**src/psk_pkg.sv**
```systemverilog
// psk_pkg: constants, types and decode helpers of the programmable skew clock buffer.
// assumes one core clock that acts as the tap clock of the phase counter.
package psk_pkg;

    // apb geometry and register byte addresses
    localparam int          ADDR_W    = 12;
    localparam int          DATA_W    = 32;
    localparam int          PAIR_CNT  = 4;
    localparam logic [11:0] ADDR_CTRL = 12'h000;
    localparam logic [11:0] ADDR_SEL  = 12'h004;
    localparam logic [11:0] ADDR_STAT = 12'h008;

    // field positions
    localparam int CTRL_RANGE_LSB  = 0;
    localparam int SEL_PAIR_STRIDE = 4;
    localparam int SEL_LOW_LSB     = 0;
    localparam int SEL_HIGH_LSB    = 2;
    localparam int STAT_LOCK_BIT   = 0;
    localparam int STAT_ALIGN_BIT  = 1;
    localparam int STAT_TAPS_LSB   = 8;

    // reset values: range tied low, every select left open
    localparam logic [1:0]  CTRL_RST = 2'h0;
    localparam logic [15:0] SEL_RST  = 16'h5555;

    // three-level input codes
    localparam logic [1:0] LVL_LOW  = 2'h0;
    localparam logic [1:0] LVL_MID  = 2'h1;
    localparam logic [1:0] LVL_HIGH = 2'h2;

    // taps per nominal period for low, mid and high range
    localparam logic [7:0] TAPS_LOW  = 8'h2c;
    localparam logic [7:0] TAPS_MID  = 8'h1a;
    localparam logic [7:0] TAPS_HIGH = 8'h10;

    // aligned reference edges in a row before lock is declared
    localparam logic [2:0] LOCK_REFS = 3'h4;

    // pair indices with special high-high functions
    localparam int PAIR_THREE = 2;
    localparam int PAIR_FOUR  = 3;

    typedef enum logic [1:0] {
        KIND_SKEW = 2'h0,
        KIND_DIV2 = 2'h1,
        KIND_INV  = 2'h2,
        KIND_DIV4 = 2'h3
    } psk_kind_t;

    typedef enum logic {
        ST_HUNT = 1'b0,
        ST_LOCK = 1'b1
    } psk_loop_state_t;

    // open or illegal code counts as mid, as an unconnected pin would
    function automatic logic signed [4:0] lvl_value(input logic [1:0] code);
        if (code == LVL_LOW) begin
            return -5'sd1;
        end else if (code == LVL_HIGH) begin
            return 5'sd1;
        end
        return 5'sd0;
    endfunction

    // taps per period from the range select code
    function automatic logic [7:0] taps_for_range(input logic [1:0] code);
        if (code == LVL_LOW) begin
            return TAPS_LOW;
        end else if (code == LVL_HIGH) begin
            return TAPS_HIGH;
        end
        return TAPS_MID;
    endfunction

endpackage

```
**src/psk_clock_buffer.sv**
```systemverilog
// psk_clock_buffer: logic model of a programmable skew clock buffer with an apb slave.
// assumes reference and feedback pins are synchronous to the core clock, which
// serves as the tap clock: one skew_time_unit is one core clock period.
//
// Overview of operation
// - all selects open gives eight aligned outputs
// - loop aligns feedback rising edge to reference
// - pairs skew up to six units around reference
// - skew seen equals own minus feedback skew
// - pair four high-high gives inverted outputs
// - inverted feedback inverts the other pairs
// - divide-by-four feedback gives four-times outputs
// - divide-by-two pair runs at half rate
// - half and quarter outputs fall together
// - range tied low gives the lowest range
// - dividers add no delay of their own
// - all pair functions work at once
// - nine functions decoded from two selects
// - taps per period are 44, 26, 16
`timescale 1ns/1ns
module psk_clock_buffer (
    // clock and reset
    input  wire logic                          I_CORE_CLK,
    input  wire logic                          I_RST,
    // apb slave
    input  wire logic                          I_PSEL,
    input  wire logic                          I_PENABLE,
    input  wire logic                          I_PWRITE,
    input  wire logic [psk_pkg::ADDR_W-1:0]    I_PADDR,
    input  wire logic [psk_pkg::DATA_W-1:0]    I_PWDATA,
    output logic [psk_pkg::DATA_W-1:0]         O_PRDATA,
    output logic                               O_PREADY,
    output logic                               O_PSLVERR,
    // clock pins
    input  wire logic                          I_REF_CLOCK,
    input  wire logic                          I_FEEDBACK_INPUT,
    output wire logic [1:0]                    O_OUTPUT_PAIR_ONE,
    output wire logic [1:0]                    O_OUTPUT_PAIR_TWO,
    output wire logic [1:0]                    O_OUTPUT_PAIR_THREE,
    output wire logic [1:0]                    O_OUTPUT_PAIR_FOUR
);
    import psk_pkg::*;

    logic [1:0]             range_select;
    logic [15:0]            pair_sel;
    logic [DATA_W-1:0]      rdata;
    logic                   apb_setup;
    logic                   apb_access;
    logic [7:0]             taps;
    logic [7:0]             phase;
    logic                   ref_prev;
    logic                   feedback_prev;
    logic                   ref_rise;
    logic                   feedback_rise;
    logic                   slip;
    logic                   aligned;
    logic [2:0]             hit_cnt;
    psk_loop_state_t        loop_state;
    psk_kind_t              kind [PAIR_CNT];
    logic signed [4:0]      skew [PAIR_CNT];
    logic [1:0]             pair_q [PAIR_CNT];

    // known register addresses, used by the error answer and its check
    function automatic logic reg_known(input logic [ADDR_W-1:0] addr);
        return (addr == ADDR_CTRL) || (addr == ADDR_SEL) || (addr == ADDR_STAT);
    endfunction

    // counter step with wrap at four periods; out-of-range phase after a range change restarts
    function automatic logic [7:0] next_phase(input logic [7:0] ph, input logic [1:0] step,
                                              input logic [7:0] n);
        logic [9:0] lim;
        logic [9:0] s;
        lim = {n, 2'h0};
        s   = {2'h0, ph} + {8'h00, step};
        if ({2'h0, ph} >= lim) begin
            s = 10'h000;
        end else if (s >= lim) begin
            s = s - lim;
        end
        return s[7:0];
    endfunction

    // apb phases; pready rises for the access cycle, so every transfer has no wait state
    assign apb_setup  = I_PSEL && !I_PENABLE;
    assign apb_access = I_PSEL && I_PENABLE && O_PREADY;

    // read mux; status shows the loop's own state and the active tap count
    always_comb begin
        rdata = '0;
        unique case (I_PADDR)
            ADDR_CTRL: rdata[CTRL_RANGE_LSB +: 2] = range_select;
            ADDR_SEL:  rdata[15:0] = pair_sel;
            ADDR_STAT: begin
                rdata[STAT_LOCK_BIT]      = (loop_state == ST_LOCK);
                rdata[STAT_ALIGN_BIT]     = aligned;
                rdata[STAT_TAPS_LSB +: 8] = taps;
            end
            default:   rdata = '0;
        endcase
    end

    // bus answer registers; unmapped addresses answer with an error and zero data
    always_ff @(posedge I_CORE_CLK) begin
        if (I_RST) begin
            O_PREADY  <= 1'b0;
            O_PRDATA  <= '0;
            O_PSLVERR <= 1'b0;
        end else begin
            O_PREADY  <= apb_setup;
            O_PSLVERR <= apb_setup && !reg_known(I_PADDR);
            if (apb_setup && !I_PWRITE) begin
                O_PRDATA <= rdata;
            end
        end
    end

    // configuration writes take effect only at the completing access edge
    always_ff @(posedge I_CORE_CLK) begin
        if (I_RST) begin
            range_select <= CTRL_RST;
            pair_sel     <= SEL_RST;
        end else if (apb_access && I_PWRITE) begin
            if (I_PADDR == ADDR_CTRL) begin
                range_select <= I_PWDATA[CTRL_RANGE_LSB +: 2];
            end
            if (I_PADDR == ADDR_SEL) begin
                pair_sel <= I_PWDATA[15:0];
            end
        end
    end

    // taps per nominal period follow the range select
    assign taps = taps_for_range(range_select);

    // edge detection on the synchronous clock pins
    always_ff @(posedge I_CORE_CLK) begin
        if (I_RST) begin
            ref_prev      <= 1'b0;
            feedback_prev <= 1'b0;
        end else begin
            ref_prev      <= I_REF_CLOCK;
            feedback_prev <= I_FEEDBACK_INPUT;
        end
    end

    assign ref_rise      = I_REF_CLOCK && !ref_prev;
    assign feedback_rise = I_FEEDBACK_INPUT && !feedback_prev;
    // a reference edge without a feedback edge pulls every output one tap earlier
    assign slip          = ref_rise && !feedback_rise;

    // phase counter; whatever output drives feedback, the loop walks the counter until
    // that pin's rising edge meets the reference, so its own skew, inversion or division
    // is cancelled and carried over to all other pairs; one tap per reference edge is
    // slow to acquire but never overshoots
    always_ff @(posedge I_CORE_CLK) begin
        if (I_RST) begin
            phase <= 8'h00;
        end else begin
            phase <= next_phase(phase, slip ? 2'h2 : 2'h1, taps);
        end
    end

    // lock detection counts aligned reference edges in a row
    always_ff @(posedge I_CORE_CLK) begin
        if (I_RST) begin
            loop_state <= ST_HUNT;
            hit_cnt    <= 3'h0;
            aligned    <= 1'b0;
        end else if (ref_rise) begin
            aligned <= feedback_rise;
            unique case (loop_state)
                ST_HUNT: begin
                    if (!feedback_rise) begin
                        hit_cnt <= 3'h0;
                    end else if (hit_cnt == LOCK_REFS - 3'h1) begin
                        loop_state <= ST_LOCK;
                    end else begin
                        hit_cnt <= hit_cnt + 3'h1;
                    end
                end
                ST_LOCK: begin
                    if (!feedback_rise) begin
                        loop_state <= ST_HUNT;
                        hit_cnt    <= 3'h0;
                    end
                end
            endcase
        end
    end

    // one decoder and one generator per pair, all running side by side
    for (genvar p = 0; p < PAIR_CNT; p++) begin : g_pair
        psk_sel_decode #(
            .PAIR   (p)
        ) u_dec (
            .i_low  (pair_sel[p*SEL_PAIR_STRIDE + SEL_LOW_LSB +: 2]),
            .i_high (pair_sel[p*SEL_PAIR_STRIDE + SEL_HIGH_LSB +: 2]),
            .o_kind (kind[p]),
            .o_skew (skew[p])
        );
        psk_pair_gen u_gen (
            .i_clk   (I_CORE_CLK),
            .i_rst   (I_RST),
            .i_phase (phase),
            .i_taps  (taps),
            .i_kind  (kind[p]),
            .i_skew  (skew[p]),
            .o_q     (pair_q[p])
        );
    end

    assign O_OUTPUT_PAIR_ONE   = pair_q[0];
    assign O_OUTPUT_PAIR_TWO   = pair_q[1];
    assign O_OUTPUT_PAIR_THREE = pair_q[PAIR_THREE];
    assign O_OUTPUT_PAIR_FOUR  = pair_q[PAIR_FOUR];

    logic [7:0] all_q;
    logic       cfg_skew1;
    logic       cfg_inv;
    logic       cfg_div;
    assign all_q     = {O_OUTPUT_PAIR_FOUR, O_OUTPUT_PAIR_THREE,
                        O_OUTPUT_PAIR_TWO, O_OUTPUT_PAIR_ONE};
    assign cfg_skew1 = (pair_sel[7:0] == 8'h56);
    assign cfg_inv   = (pair_sel[15:12] == 4'ha) && (pair_sel[3:0] == 4'h5);
    assign cfg_div   = (pair_sel[15:8] == 8'h0a);
endmodule

```
**src/psk_sel_decode.sv**
```systemverilog
// psk_sel_decode: turns one pair's two three-level selects into a function and a skew.
// assumes select codes come from a register, so no settling is needed.
`timescale 1ns/1ns
module psk_sel_decode #(
    parameter int PAIR = 0
) (
    // select codes
    input  wire logic [1:0]         i_low,
    input  wire logic [1:0]         i_high,
    // decoded function
    output psk_pkg::psk_kind_t      o_kind,
    output logic signed [4:0]       o_skew
);
    import psk_pkg::*;

    logic signed [4:0] w;

    // nine-way decode; outer pairs span four units, inner pairs six in steps of two
    always_comb begin
        w      = (lvl_value(i_high) <<< 1) + lvl_value(i_high) + lvl_value(i_low);
        o_kind = KIND_SKEW;
        o_skew = 5'sd0;
        if (PAIR < PAIR_THREE) begin
            o_skew = w;
        end else if (w == -5'sd4) begin
            o_kind = KIND_DIV2;
        end else if (w == 5'sd4) begin
            o_kind = (PAIR == PAIR_THREE) ? KIND_DIV4 : KIND_INV;
        end else begin
            o_skew = w <<< 1;
        end
    end

endmodule

```
**src/psk_pair_gen.sv**
```systemverilog
// psk_pair_gen: builds one output pair from the shared phase counter.
// assumes the phase counter wraps at four nominal periods.
`timescale 1ns/1ns
module psk_pair_gen (
    // clock and reset
    input  wire logic               i_clk,
    input  wire logic               i_rst,
    // shared timing
    input  wire logic [7:0]         i_phase,
    input  wire logic [7:0]         i_taps,
    // pair function
    input  psk_pkg::psk_kind_t      i_kind,
    input  wire logic signed [4:0]  i_skew,
    // pair outputs
    output logic [1:0]              o_q
);
    import psk_pkg::*;

    logic [9:0] n10;
    logic [9:0] x;
    logic [9:0] r1;
    logic [9:0] r2;
    logic [9:0] r4;
    logic       next_bit;

    // every function is a tap of one counter, so dividers add no delay of their own
    always_comb begin
        n10 = {2'h0, i_taps};
        x   = {2'h0, i_phase} + (n10 << 2) - 10'(i_skew);
        r1  = x % n10;
        r2  = x % (n10 << 1);
        r4  = x % (n10 << 2);
        next_bit = 1'b0;
        unique case (i_kind)
            KIND_SKEW: next_bit = (r1 < (n10 >> 1));
            KIND_INV:  next_bit = !(r1 < (n10 >> 1));
            KIND_DIV2: next_bit = (r2 < n10);
            KIND_DIV4: next_bit = (r4 >= n10) && (r4 < (n10 * 3));
        endcase
    end

    // both pins of a pair come from one flop value, keeping them in step
    always_ff @(posedge i_clk) begin
        if (i_rst) begin
            o_q <= 2'h0;
        end else begin
            o_q <= {2{next_bit}};
        end
    end

endmodule

```
**config.mk**
```make
export PLATFORM = sky130hd
export DESIGN_NAME = psk_clock_buffer
export DESIGN_NICKNAME = d
export VERILOG_FILES = /design/src/psk_pkg.sv /design/src/psk_clock_buffer.sv /design/src/psk_sel_decode.sv /design/src/psk_pair_gen.sv
export SDC_FILE = /design/constraint.sdc
export NUM_CORES = 1
export LEC_CHECK = 0
export BUFFER_PORTS_ARGS = -buffer_cell sky130_fd_sc_hd__buf_2
export CAP_MARGIN = 10
export CORE_MARGIN = 4
export CORE_UTILIZATION = 30
export CTS_CLUSTER_DIAMETER = 80
export CTS_CLUSTER_SIZE = 40
export DETAILED_ROUTE_END_ITERATION = 16
export PLACE_DENSITY = 0.49
export SLEW_MARGIN = 40
export SYNTH_ARGS = -nofsm -noshare
export SYNTH_HDL_FRONTEND = slang
export SYNTH_SLANG_ARGS = --single-unit
export TNS_END_PERCENT = 30
```
**constraint.sdc**
```tcl
create_clock -name I_CORE_CLK -period 43.6 [get_ports I_CORE_CLK]
set_input_delay 6.54 -clock I_CORE_CLK [delete_from_list [all_inputs] [get_ports I_CORE_CLK]]
set_output_delay 6.54 -clock I_CORE_CLK [all_outputs]
set_load 0.01 [all_outputs]
```
==> reports/results.tsv <==
stage	metric	value	unit
finish	Storage cell area	0.00110	sq mm
floorplanning	die width	231	um
cts	CTS resizes	0	
finish	Final Instance Area	0.0160	sq mm
grt	vias in the first global route	13500	
job	Max-Cap Viols	0	
finish	most frequent cells in the layout	293 x ha_1, 187 x nor2_1, 134 x nand2_1	
finish	share of cells above drive strength 1	0.103	
floorplanning	Die H	231	um
detailed_routing	Routed WL per cell	15.4	um
logic_synthesis	multiplexer area fraction after synthesis	0.0726	
finish	Nets	2330	
timing	Fin Clk Skew	0.00975	ns
cts	Post-CTS Setup Bufs	0	
finish	Fillers	5192	
cts	CTS H-tree depth	2	
cts	CTS clock-pin slew for the worst setup and hold paths	0.09	ns
setup_path	Worst Path Required	43.81	ns
timing	worst setup margin	26.22	ns
timing	Max Freq	57.5	MHz
place	DP HPWL	32600	um
logic_synthesis	YS warnings	0	
power	Peak VDD IR	0.0000364	V
logic_synthesis	Yosys reg bits	55	
power	Pwr per Cell Area	28.5	mW/mm^2
setup_path	largest stage delay on the critical path	0.61	ns
finish	Layout area overhead	7.56	%
power	overall power	455	uW
setup_path	CP Class	flip-flop to flip-flop	
cts	Clock Latency Late Sink	0.31	ns
place	Final Wtd Congestion	0.812	
timing	Fin. Hold Viols	0	
detailed_routing	Initial DRC Count	560	
timing	RSZ-0062 raised after global routing	no	
timing	Tmin final	17.38	ns
logic_synthesis	number of flops mapped to enable cells by yosys	0	
cts	clk sinks	55	
logic_synthesis	Gate Count Post-Synth	1950	
run_status	status	finished, final reports clean	
setup_path	Worst setup EP type	flip-flop	
cts	Root Driver	clkbuf_16	
logic_synthesis	Main synth FF type	dfxtp_1	
logic_synthesis	largest family of logic cells by synthesized area	compound AO/OA/AOI/OAI gates	
detailed_routing	First-pass DRT Iterations	5	
detailed_routing	DRC violations left	0	
place	PortBufs	60	
cts	TritonCTS Buffers	5	
logic_synthesis	Seq/Total Area, Yosys	0.0741	
finish	commonest non-fill, non-tap cell in the layout	ha_1	
min_path	Worst Hold Depth	2	
setup_path	Reg2Reg Depth	68	
timing	Final Cycle Share	0.399	
detailed_routing	post-route ant nets	0	
setup_path	Critical Path AT	17.59	ns
grt	total gr overflow	0	
logic_synthesis	xor/xnor share of the synthesized area	0.0620	
setup_path	worst-path fanout max	31	
floorplanning	die area	0.0532	sq mm
grt	largest net degree at the start of global routing	51	
logic_synthesis	simple-gate share of the synthesized area	0.235	
detailed_routing	WL final	40700	um
grt	initial antenna violation count	0	
timing	# setup viols final	0	
place	pre-CTS setup slack	26.12	ns
finish	ant diodes	0	
setup_path	CP Launch Type	flip-flop	
cts	Max clock buf depth	2	
place	placed cells	2636	
logic_synthesis	Synth cell types	98	
floorplanning	Starting Density	0.304	
detailed_routing	number of vias per cell	5.28	
logic_synthesis	Async SR Flop Fraction	0	
floorplanning	row cnt	81	
logic_synthesis	syn avg cell area	7.62	sq um
logic_synthesis	adder-cell share of the synthesized area	0.256	
min_path	Min-Delay Path Class	flip-flop to flip-flop	
floorplanning	IO Pins	93	
cts	hold buffer count at cts	0	
place	area post-placement	0.0158	sq mm
finish	fin cells	2644	
floorplanning	core area	0.0490	sq mm
logic_synthesis	Mapped Area	0.0149	sq mm
grt	GRT Util Overall	0.150	
grt	first-pass GRT wire length	67700	um
timing	Final Max Tran Viols	0	
timing	Worst slew margin	0.474	
timing	worst slew pin tran	0.780	ns
power	Leakage	0.00745	uW
finish	area of the multi-input gates	0.0132	sq mm
logic_synthesis	Compound-Gate Fraction of Synth Area	0.258	
setup_path	Worst path slowest cell	xor2_1	
cts	CTS tree	done	
timing	Setup TNS	0	ns
detailed_routing	routed vias	14000	
==> power breakdown <==
part | internal [uW] | total, uW | leakage [uW] | switching (uW)
Sequential | 52.5 | 54.8 | 0.000446 | 2.35
Combinational | 165 | 355 | 0.00692 | 190
Clock | 22.3 | 45.2 | 0.0000772 | 23.0
==> kinds of logic (layout without fill, tap and decap cells) <==
kind of cell / count (synthesis) / after routing
adder cells (fa/ha/maj): 300 / 300
flip-flops: 55 / 55
multiplexers: 99 / 99
other: 1 / 16
XOR/XNOR: 103 / 103
buffers and inverters: 140 / 155
AO/OA/AOI/OAI: 554 / 554
AND/OR/NAND/NOR: 698 / 698
==> critical path, delay by kind of cell, from the launching register on <==
kind                       cells  cell delay [ns]
adders and majority gates      9             3.24
xor gates and xnor gates       2             0.99
and+or+nand+nor               18             4.26
AOI/OAI and AO/OA             35             7.32
DFF                            1             0.31
buffers and inverters          3             0.74
muxes                          1             0.41
==> worst paths after layout <==
kind / from / end / slack, ns
setup / recovery: range_select[0] / g_pair[3].u_gen.o_q[0] / 26.22
hold / removal: aligned / aligned / 0.47
setup reg to reg: range_select[0] / g_pair[3].u_gen.o_q[0] / 26.22
hold reg to reg: aligned / aligned / 0.47
==> synth_stat cells, drive strengths merged (6+ instances only) <==
cell type	count	share of area
clkbuf	32	0.0081
o31ai	34	0.017
nand4	13	0.0055
o21bai	6	0.0033
fa	7	0.0094
dfxtp	55	0.074
nor2b	59	0.025
a22oi	20	0.010
xnor2	59	0.035
nor4	14	0.0069
nor3	133	0.046
nor2	188	0.048
mux2	56	0.043
a211oi	15	0.0089
xor2	44	0.027
o211ai	21	0.012
or2	28	0.012
o21a	126	0.064
nand3b	7	0.0035
ha	293	0.25
and2	12	0.0051
a21o	39	0.020
a211o	11	0.0065
o31a	6	0.0035
nand2b	37	0.016
buf	30	0.014
inv	77	0.019
mux2i	43	0.029
nand3	23	0.0077
a21oi	98	0.035
a31oi	12	0.0055
nand2	134	0.034
o21ai	113	0.038
or3	16	0.0067
==> routing by layer <==
metal	wire length, um	vias up	global-route usage
met3	1190	31	0.0104
met1	20000	6461	0.204
li1	-	7268	-
met5	0	-	0
met4	716	0	0.0287
met2	18800	201	0.263
==> per-stage QoR <==
| stage | hold slack, ns | utilization |
|---|---|---|
| 2_1_floorplan | 0.437 | - |
| 3_3_place_gp | 0.450 | 0.323 |
| 3_5_place_dp | 0.457 | 0.323 |
| 4_1_cts | 0.470 | 0.326 |
| 5_1_grt | 0.503 | 0.327 |
| 6_report | 0.468 | 0.327 |
==> sequential cells by signal, indices dropped and copies added (netlist names) <==
name              cells
feedback_prev         1
pair_sel             16
O_PREADY              1
range_select          2
phase                 8
g_pair.u_gen.o_q      4
O_PRDATA             16
aligned               1
O_PSLVERR             1
loop_state            1
hit_cnt               3
ref_prev              1
==> final cells by class <==
type	instances	area share
Multi-Input combinational cell	1770	0.828
Inverter	78	0.0185
Clock inverter	3	0.00211
Tap cell	664	0.0520
Timing Repair Buffer	69	0.0230
Sequential cell	55	0.0689
Clock buffer	5	0.00783
Note: power is estimated with default switching activity, not from simulation.
